[config.mk]
export PLATFORM = sky130hd
export DESIGN_NAME = tsa_top
export DESIGN_NICKNAME = d
export VERILOG_FILES = /design/src/tsa_i2c_slave.v /design/src/tsa_top.v
export VERILOG_INCLUDE_DIRS = /design/src /design/src/pkg
export SDC_FILE = /design/constraint.sdc
export NUM_CORES = 1
export LEC_CHECK = 0
export ABC_AREA = 1
export BUFFER_PORTS_ARGS = -buffer_cell sky130_fd_sc_hd__buf_2
export CORE_MARGIN = 3
export CORE_UTILIZATION = 50
export CTS_BUF_LIST = sky130_fd_sc_hd__clkbuf_8
export CTS_CLUSTER_DIAMETER = 120
export DETAILED_ROUTE_END_ITERATION = 16
export PLACE_DENSITY = 0.75
export SLEW_MARGIN = 15
export SYNTH_ARGS = -nofsm -noshare
export SYNTH_HDL_FRONTEND = slang
export SYNTH_SLANG_ARGS = --single-unit
[constraint.sdc]
create_clock -name clk -period 2.25 [get_ports clk]
set_input_delay 0.225 -clock clk [delete_from_list [all_inputs] [get_ports clk]]
set_output_delay 0.225 -clock clk [all_outputs]
set_load 0.05 [all_outputs]
[src/pkg/tsa_defs.vh]
// Constants for the temperature sensor alarm block
`ifndef TSA_DEFS_VH
`define TSA_DEFS_VH
// ****************************************************************
// Register select codes
// ****************************************************************
`define TSA_REG_TEMP      2'h0
`define TSA_REG_CONFIG    2'h1
`define TSA_REG_CLEAR     2'h2
`define TSA_REG_SET       2'h3
`define TSA_PTR_RESET     2'h0
// ****************************************************************
// Configuration fields
// ****************************************************************
`define TSA_CFG_SHUTDOWN  0
`define TSA_CFG_INTMODE   1
`define TSA_CFG_POLARITY  2
`define TSA_CFG_FQ_LO     3
`define TSA_CFG_FQ_HI     4
`define TSA_CFG_RESET     8'h00
`define TSA_CFG_MASK      8'h1f
// ****************************************************************
// Thresholds, address and fault counts
// ****************************************************************
`define TSA_SET_RESET     9'h0a0
`define TSA_CLEAR_RESET   9'h096
`define TSA_ADDR_HI       4'h9
`define TSA_FQ_1          3'h1
`define TSA_FQ_2          3'h2
`define TSA_FQ_4          3'h4
`define TSA_FQ_6          3'h6
`endif

[src/tsa_i2c_slave.v]
// Serial slave port with pointer based register access
`timescale 1ns/1ns
`include "tsa_defs.vh"
module tsa_i2c_slave
(
  input  wire       clk,
  input  wire       reset_n,
  input  wire       scl_in,
  input  wire       sda_in,
  output wire       sda_out,
  output wire       sda_oe,
  input  wire [2:0] address_select_pins,
  output reg  [1:0] register_select_field,
  output reg  [7:0] wr_data_q,
  output reg        wr_strobe_q,
  output reg  [2:0] wr_index_q,
  input  wire [15:0] rd_word,
  output reg        rd_done_q
);
  // ****************************************************************
  // Synchronisers and edge detection
  // ****************************************************************
  reg [1:0] scl_sync_q;
  reg [1:0] sda_sync_q;
  reg       scl_last_q;
  reg       sda_last_q;
  always @(posedge clk)
  begin
    if (!reset_n)
    begin
      scl_sync_q <= 2'h3;
      sda_sync_q <= 2'h3;
      scl_last_q <= 1'b1;
      sda_last_q <= 1'b1;
    end
    else
    begin
      scl_sync_q <= {scl_sync_q[0], scl_in};
      sda_sync_q <= {sda_sync_q[0], sda_in};
      scl_last_q <= scl_sync_q[1];
      sda_last_q <= sda_sync_q[1];
    end
  end
  wire scl = scl_sync_q[1];
  wire sda = sda_sync_q[1];
  wire scl_rise = scl & ~scl_last_q;
  wire scl_fall = ~scl & scl_last_q;
  wire start_c = scl & scl_last_q & sda_last_q & ~sda;
  wire stop_c  = scl & scl_last_q & ~sda_last_q & sda;
  // ****************************************************************
  // Byte engine
  // ****************************************************************
  localparam ST_IDLE = 3'h0;
  localparam ST_ADDR = 3'h1;
  localparam ST_WRB  = 3'h2;
  localparam ST_RDB  = 3'h3;
  localparam ST_RACK = 3'h4;
  reg [2:0]  state_q;
  reg [3:0]  bit_q;
  reg [7:0]  shift_q;
  reg        ack_q;
  reg        drive_q;
  reg        read_seen_q;
  reg [15:0] tx_q;
  assign sda_out = 1'b0;
  assign sda_oe  = drive_q;
  always @(posedge clk)
  begin
    if (!reset_n)
    begin
      state_q <= ST_IDLE;
      bit_q <= 4'h0;
      shift_q <= 8'h00;
      ack_q <= 1'b0;
      drive_q <= 1'b0;
      read_seen_q <= 1'b0;
      tx_q <= 16'h0000;
      register_select_field <= `TSA_PTR_RESET; // RULE8
      wr_data_q <= 8'h00;
      wr_strobe_q <= 1'b0;
      wr_index_q <= 3'h0;
      rd_done_q <= 1'b0;
    end
    else
    begin
      wr_strobe_q <= 1'b0;
      rd_done_q <= 1'b0;
      if (stop_c)
      begin
        // Stop frees a held data line and ends any read
        state_q <= ST_IDLE; // RULE17
        drive_q <= 1'b0;
        ack_q <= 1'b0;
        rd_done_q <= read_seen_q; // RULE6
        read_seen_q <= 1'b0;
      end
      else if (start_c)
      begin
        state_q <= ST_ADDR;
        bit_q <= 4'h0;
        drive_q <= 1'b0;
        ack_q <= 1'b0;
        rd_done_q <= read_seen_q;
        read_seen_q <= 1'b0;
      end
      else if (scl_rise && !ack_q && (state_q == ST_ADDR || state_q == ST_WRB))
      begin
        shift_q <= {shift_q[6:0], sda};
        bit_q <= bit_q + 4'h1;
      end
      else if (scl_rise && state_q == ST_RACK)
      begin
        // Nack ends the read, ack carries on with the next byte
        if (sda)
          state_q <= ST_IDLE; // RULE15
        else
        begin
          // Master ack: the next fall launches the following byte
          state_q <= ST_RDB;
          ack_q <= 1'b1;
        end
        bit_q <= 4'h0;
      end
      else if (scl_fall)
      begin
        if (ack_q)
        begin
          ack_q <= 1'b0;
          drive_q <= 1'b0;
          bit_q <= 4'h0;
          if (state_q == ST_RDB)
            drive_q <= ~tx_q[15]; // RULE14
        end
        else if (state_q == ST_ADDR && bit_q == 4'h8)
        begin
          if (shift_q[7:1] == {`TSA_ADDR_HI, address_select_pins}) // RULE20
          begin
            ack_q <= 1'b1;
            drive_q <= 1'b1;
            if (shift_q[0])
            begin
              // No pointer byte needed when pointer is already right
              state_q <= ST_RDB; // RULE12
              tx_q <= rd_word;
              read_seen_q <= 1'b1;
            end
            else
            begin
              state_q <= ST_WRB; // RULE10
              wr_index_q <= 3'h0;
            end
          end
          else
            state_q <= ST_IDLE;
        end
        else if (state_q == ST_WRB && bit_q == 4'h8)
        begin
          ack_q <= 1'b1;
          drive_q <= 1'b1;
          if (wr_index_q == 3'h0)
            register_select_field <= shift_q[1:0]; // RULE18
          else
          begin
            wr_data_q <= shift_q;
            wr_strobe_q <= 1'b1; // RULE11
          end
          if (wr_index_q != 3'h7)
            wr_index_q <= wr_index_q + 3'h1;
        end
        else if (state_q == ST_RDB)
        begin
          if (bit_q == 4'h7)
          begin
            // Release for the master acknowledge bit
            state_q <= ST_RACK; // RULE16
            drive_q <= 1'b0;
            tx_q <= {tx_q[14:0], 1'b0};
          end
          else
          begin
            tx_q <= {tx_q[14:0], 1'b0};
            drive_q <= ~tx_q[14];
            bit_q <= bit_q + 4'h1;
          end
        end
      end
    end
  end
endmodule

[src/tsa_top.v]
// Temperature sensor digital core with alarm logic and serial slave
//
// Overview of operation
// RULE1: Temperature and thresholds are 9-bit two's complement, half degree steps.
// RULE2: Serial port and writable registers stay usable during shutdown.
// RULE3: Shutdown in interrupt mode clears the alarm; comparator mode unspecified.
// RULE4: Alarm sets only after programmed consecutive faults; non-fault restarts count.
// RULE5: Trigger conditions identical in comparator and interrupt modes.
// RULE6: Interrupt mode alarm holds until master completes any register read.
// RULE7: Alarm defaults active low; polarity bit inverts the level.
// RULE8: Pointer resets to zero and holds until a new pointer byte.
// RULE9: Temperature register is read-only; writes leave it unchanged.
// RULE10: Master writes address byte then pointer byte before data.
// RULE11: Configuration takes one data byte; thresholds take two.
// RULE12: Read with pointer set is address byte then data bytes.
// RULE13: Other register read uses pointer write, repeated start, address read.
// RULE14: Multi-byte registers go out high byte first, high bit first.
// RULE15: Ack or nack after last read byte accepted; nack ends read.
// RULE16: Held data line released within nine further clocks.
// RULE17: Stop condition resets the serial interface state.
// RULE18: Pointer low bits select temperature, config, clear, set registers.
// RULE19: Master writes zeros to pointer bits two to seven.
// RULE20: Slave address is 1001 followed by the three select pins.
// RULE21: Fault field codes one, two, four or six consecutive faults.
// RULE22: Config bits select shutdown, interrupt mode, active-high; reset zero.
// RULE23: Sixteen-bit registers carry the value in bits fifteen to seven.
// RULE24: Comparator sets above set level, clears below clear level.
// RULE25: Interrupt mode events alternate between over-set and under-clear.
`timescale 1ns/1ns
`include "tsa_defs.vh"
module tsa_top
(
  input  wire       clk,
  input  wire       reset_n,
  input  wire       scl_in,
  input  wire       sda_in,
  output wire       sda_out,
  output wire       sda_oe,
  input  wire [2:0] address_select_pins,
  input  wire [8:0] conv_temp,
  input  wire       conv_valid,
  output wire       overtemp_alarm_output,
  output wire       overtemp_alarm_oe,
  output wire       shutdown_active
);
  // ****************************************************************
  // Helpers
  // ****************************************************************
  function signed_gt;
    input [8:0] a;
    input [8:0] b;
    begin
      signed_gt = ($signed(a) > $signed(b)); // RULE1
    end
  endfunction
  function [2:0] fault_need;
    input [1:0] code;
    begin
      case (code) // RULE21
        2'h0: fault_need = `TSA_FQ_1;
        2'h1: fault_need = `TSA_FQ_2;
        2'h2: fault_need = `TSA_FQ_4;
        default: fault_need = `TSA_FQ_6;
      endcase
    end
  endfunction
  // ****************************************************************
  // Address pins
  // ****************************************************************
  // The straps are static, but they are still pins and may move at any time
  reg  [2:0]  addr_meta_q;
  reg  [2:0]  addr_sync_q;
  always @(posedge clk)
  begin
    if (!reset_n)
    begin
      addr_meta_q <= 3'h0;
      addr_sync_q <= 3'h0;
    end
    else
    begin
      addr_meta_q <= address_select_pins;
      addr_sync_q <= addr_meta_q;
    end
  end
  // ****************************************************************
  // Serial slave
  // ****************************************************************
  wire [1:0]  register_select_field;
  wire [7:0]  wr_data;
  wire        wr_strobe;
  wire [2:0]  wr_index;
  wire        rd_done;
  reg  [15:0] rd_word;
  tsa_i2c_slave u_slave
  (
    .clk                   (clk),
    .reset_n               (reset_n),
    .scl_in                (scl_in),
    .sda_in                (sda_in),
    .sda_out               (sda_out),
    .sda_oe                (sda_oe),
    .address_select_pins   (addr_sync_q),
    .register_select_field (register_select_field),
    .wr_data_q             (wr_data),
    .wr_strobe_q           (wr_strobe),
    .wr_index_q            (wr_index),
    .rd_word               (rd_word),
    .rd_done_q             (rd_done)
  );
  // ****************************************************************
  // Registers
  // ****************************************************************
  reg [8:0] temp_q;
  reg [7:0] config_q;
  reg [8:0] alarm_set_level_q;
  reg [8:0] alarm_clear_level_q;
  reg [7:0] hold_q;
  wire shut   = config_q[`TSA_CFG_SHUTDOWN];
  wire intm   = config_q[`TSA_CFG_INTMODE];
  wire pol_hi = config_q[`TSA_CFG_POLARITY];
  assign shutdown_active = shut;
  always @*
  begin
    case (register_select_field)
      `TSA_REG_TEMP:   rd_word = {temp_q, 7'h00}; // RULE23
      `TSA_REG_CONFIG: rd_word = {config_q, config_q};
      `TSA_REG_CLEAR:  rd_word = {alarm_clear_level_q, 7'h00};
      default:         rd_word = {alarm_set_level_q, 7'h00};
    endcase
  end
  always @(posedge clk)
  begin
    if (!reset_n)
    begin
      config_q <= `TSA_CFG_RESET; // RULE22
      alarm_set_level_q <= `TSA_SET_RESET;
      alarm_clear_level_q <= `TSA_CLEAR_RESET;
      hold_q <= 8'h00;
    end
    else if (wr_strobe)
    begin
      // Writes are honoured regardless of shutdown
      // The byte index has already stepped on when its strobe arrives
      case (register_select_field) // RULE2
        `TSA_REG_CONFIG:
          if (wr_index == 3'h2)
            config_q <= wr_data & `TSA_CFG_MASK; // RULE11
        `TSA_REG_CLEAR:
          if (wr_index == 3'h2)
            hold_q <= wr_data;
          else if (wr_index == 3'h3)
            alarm_clear_level_q <= {hold_q, wr_data[7]};
        `TSA_REG_SET:
          if (wr_index == 3'h2)
            hold_q <= wr_data;
          else if (wr_index == 3'h3)
            alarm_set_level_q <= {hold_q, wr_data[7]};
        default:
          hold_q <= hold_q; // RULE9
      endcase
    end
  end
  // ****************************************************************
  // Conversion result and fault queue
  // ****************************************************************
  reg [2:0] over_cnt_q;
  reg [2:0] under_cnt_q;
  reg       cmp_state_q;
  reg       int_arm_high_q;
  reg       alarm_q;
  wire      over  = signed_gt(conv_temp, alarm_set_level_q);
  wire      under = signed_gt(alarm_clear_level_q, conv_temp);
  wire [2:0] need = fault_need(config_q[`TSA_CFG_FQ_HI:`TSA_CFG_FQ_LO]);
  wire      over_q_hit  = over  && (over_cnt_q  + 3'h1 >= need);
  wire      under_q_hit = under && (under_cnt_q + 3'h1 >= need);
  // A pending alarm swallows further events until a read frees it
  wire      int_open    = ~alarm_q | rd_done;
  always @(posedge clk)
  begin
    if (!reset_n)
    begin
      temp_q <= 9'h000;
      over_cnt_q <= 3'h0;
      under_cnt_q <= 3'h0;
      cmp_state_q <= 1'b0;
      int_arm_high_q <= 1'b1;
      alarm_q <= 1'b0;
    end
    else
    begin
      // Conversions pause in shutdown, so the queue also stands still
      if (conv_valid && !shut)
      begin
        temp_q <= conv_temp;
        over_cnt_q  <= over  ? (over_q_hit  ? need : over_cnt_q + 3'h1) : 3'h0; // RULE4
        under_cnt_q <= under ? (under_q_hit ? need : under_cnt_q + 3'h1) : 3'h0;
        if (over_q_hit) // RULE24
          cmp_state_q <= 1'b1;
        else if (under_q_hit)
          cmp_state_q <= 1'b0;
      end
      if (intm)
      begin
        // Event set beats a read clear in the same cycle
        if (conv_valid && !shut && int_open && int_arm_high_q && over_q_hit) // RULE5
        begin
          alarm_q <= 1'b1;
          int_arm_high_q <= 1'b0; // RULE25
        end
        else if (conv_valid && !shut && int_open && !int_arm_high_q && under_q_hit)
        begin
          alarm_q <= 1'b1;
          int_arm_high_q <= 1'b1;
        end
        else if (rd_done || shut) // RULE6
          alarm_q <= 1'b0; // RULE3
      end
      else
      begin
        // Comparator mode keeps its state through shutdown
        alarm_q <= (conv_valid && !shut) ? (over_q_hit | (cmp_state_q & ~under_q_hit))
                                         : cmp_state_q;
        int_arm_high_q <= 1'b1;
      end
    end
  end
  // Open drain: drive low when the output level should be low
  assign overtemp_alarm_output = 1'b0;
  assign overtemp_alarm_oe = pol_hi ? ~alarm_q : alarm_q; // RULE7
endmodule

==> metrics.txt <==
outcome=finished clean; Fill cells=993; Netlist cell types=41; CP Launch Type=register; first-pass GRT wire length=22200 um; most common library cell in the layout ignoring fill and taps=nand2_1; layout cell share with drive strength beyond 1=11.9%; die span in x=111 um; final worst slack=0.0883 ns; drt first pass iters=6; CP Capture Type=register; Worst Tran Pin Value=0.643 ns; critical path type=reg -> reg; DRC Markers=0; max_slew headroom=57.1%; commonest cells after routing, fill and taps aside=nand2_1 (111), dfxtp_1 (109), inv_1 (90); All-Layer GR Usage=21.7%; max cap viols=0; non-filler cells, final=910; Clock Skews=0.0157 ns; worst skew pair latency=0.39 ns; placed cells=886; Max FO, Critical Path=7; VDD IR-drop max=581 uV; DRT Wirelength=13200 um; CTS tree=yes; Worst Hold Class=in -> reg; Worst R2R Setup Slack=0.09 ns; endpoints failing hold=0; overall power=3.52 mW; Reg clk slew, reported paths=0.11 ns; synth warn=0; reg2reg path depth=8; reg2reg end=over_cnt_q[1]; Setup WS pre-CTS=0.166 ns; average size of a mapped cell=7.42 um^2; Chip Height=111 um; Lkg Pwr=2.68 nW; Sink Count=110; Area growth syn-to-layout=8.80%; Final setup viols=0; DRT iter0 DRCs=411; Final Wtd Congestion=0.925; Period minus WS final=2.16 ns; die footprint=0.0124 mm^2; WL per Instance=14.5 um; hpwl dp=9790 um; number of global-route vias before repair=4868; mapped cell area=0.00553 mm^2; Cell Rows=37; number of enable flip-flop cells after synthesis=0; largest net degree at the start of global routing=74; fmax=0.463 GHz; Gate Count Post-Synth=745; worst path arrival time=2.45 ns; clock buffer count from CTS=9; initial antenna violation count=0; ys flop type=dfxtp_1; routed via count=5063; Clock Path Buffers=2; final net count=819; Initial Utilization=52.4%; Post-DRT Antenna Nets=0; Sequential Area=0.00220 mm^2; RSZ-0062 raised after global routing=yes; ant diodes=0; IO Pins=22; H-tree Lvls=3; WP data required=2.54 ns; crit path capture=over_cnt_q[1]; Root Buffer=clkbuf_8; routed vias/inst=5.56; PortBufs=19; pwr dens=586 mW/mm^2; CORE AREA=0.0106 mm^2; Slew Viols, Final=0; total gr overflow=0; setup TNS=0 ns; post-synthesis register bit count=110; sequential-to-total area share from yosys stat=39.8%; area occupied by multi-input gates=0.00283 mm^2; RR Startpoint=over_cnt_q[0]; Worst Setup SP=over_cnt_q[0]; Tcrit/Tclk final=96.1%; Async SR Flop Fraction=0%
cell families after synthesis:
kind of cell	synth area share, %
adder cells (fa/ha/maj)	7.46
XOR/XNOR	0.950
buffers and inverters	9.12
other	0.0678
AO/OA/AOI/OAI	18.8
AND/OR/NAND/NOR	23.4
flip-flops	39.8
multiplexers	0.362
state kept, by name, summed over array words and instances, names as in the netlist, 4 cells and up:
| name | cells |
|---|---|
| u_slave.tx_q | 16 |
| alarm_clear_level_q | 9 |
| alarm_set_level_q | 9 |
| temp_q | 9 |
| hold_q | 8 |
| u_slave.shift_q | 8 |
| u_slave.wr_data_q | 8 |
| config_q | 5 |
| u_slave.bit_q | 4 |
cells in the mapped netlist, types with 2 or more instances:
master     number  area share [%]
a211oi_1        5            0.68
a211oi_2        2            0.45
a21oi_1        73             6.6
buf_2           3            0.27
buf_4           3            0.41
buf_6           2            0.41
clkbuf_1       17             1.2
dfxtp_1       110              40
ha_1           33             7.5
inv_1          90             6.1
inv_2           7            0.48
inv_4           2            0.23
mux2i_1         2            0.36
nand2_1       112             7.6
nand3_1        28             2.5
nand3_2         6             1.1
nand3b_1        2            0.27
nand4_1        18             2.0
nor2_1         78             5.3
nor2_2          5            0.57
nor2_4          3            0.61
nor3_1          7            0.63
nor3_2          5            0.90
nor4_1          4            0.45
o2111ai_1       3            0.48
o211a_1         3            0.54
o211ai_1        7            0.95
o21ai_0        87             7.9
o21ai_1         6            0.54
o21ai_2         2            0.32
or2_2           6            0.68
xnor2_1         2            0.32
xor2_1          4            0.63
where the power goes:
part | switching, mW | internal, mW
Clock | 0.722 | 0.452
Sequential | 0.0217 | 1.98
Combinational | 0.218 | 0.128
Total | 0.962 | 2.56
area by class of cell:
type                    count  share of cell area (%)
clock buffers              10                    2.29
multi-input cells         511                    47.1
clock inverters             6                   0.832
repair buffers             37                    4.03
flip-flops and latches    110                    36.6
inverters                 100                    6.32
well taps                 136                    2.83
worst min path at each step:
stage | startpoint | end | slack, ns | depth (start not counted)
after global placement | addr_meta_q[2] | addr_sync_q[2] | 0.39 | 2
final | conv_temp[7] | temp_q[7] | 0.10 | 3
after global routing | conv_temp[2] | temp_q[2] | 0.09 | 3
after detailed placement | addr_meta_q[2] | addr_sync_q[2] | 0.40 | 2
after CTS | conv_temp[7] | temp_q[7] | 0.09 | 3
after floorplan | address_select_pins[0] | addr_meta_q[0] | 0.32 | 2
timing repair:
action | CTS | global route
hold buffers | 5 | 0
buffers inserted | 0 | 3
setup endpoints to repair | 0 | 7
gates resized for setup | 0 | 3
endpoints found under the hold margin | 5 | 0
critical path: stages (launching register included):
cell and delay, ns:
dfxtp_2 0.37, ha_2 0.18, xor2_1 0.20, ha_1 0.31
a21oi_1 0.26, o211ai_1 0.25, or2_2 0.35, nand3_1 0.09
a21oi_1 0.06
per-stage QoR:
| stage | hold slack, ns | utilization (%) | area [um^2] |
|---|---|---|---|
| floorplan | 0.323 | - | 5540 |
| global placement | 0.393 | 54.5 | 5750 |
| detailed placement | 0.398 | 54.5 | 5750 |
| CTS | 0.0923 | 56.7 | 5990 |
| global route | 0.0927 | 57.0 | 6020 |
| finish | 0.103 | 57.0 | 6020 |
metal layers:
metal / vias up / track usage, % / part of all wire [%]
li1: 2527 / - / -
met1: 2356 / 26.7 / 43
met2: 151 / 37.0 / 49
met3: 29 / 5.46 / 5.9
met4: 0 / 7.06 / 2.4
met5: - / 0 / 0
Note: power is estimated with default switching activity, not from simulation.
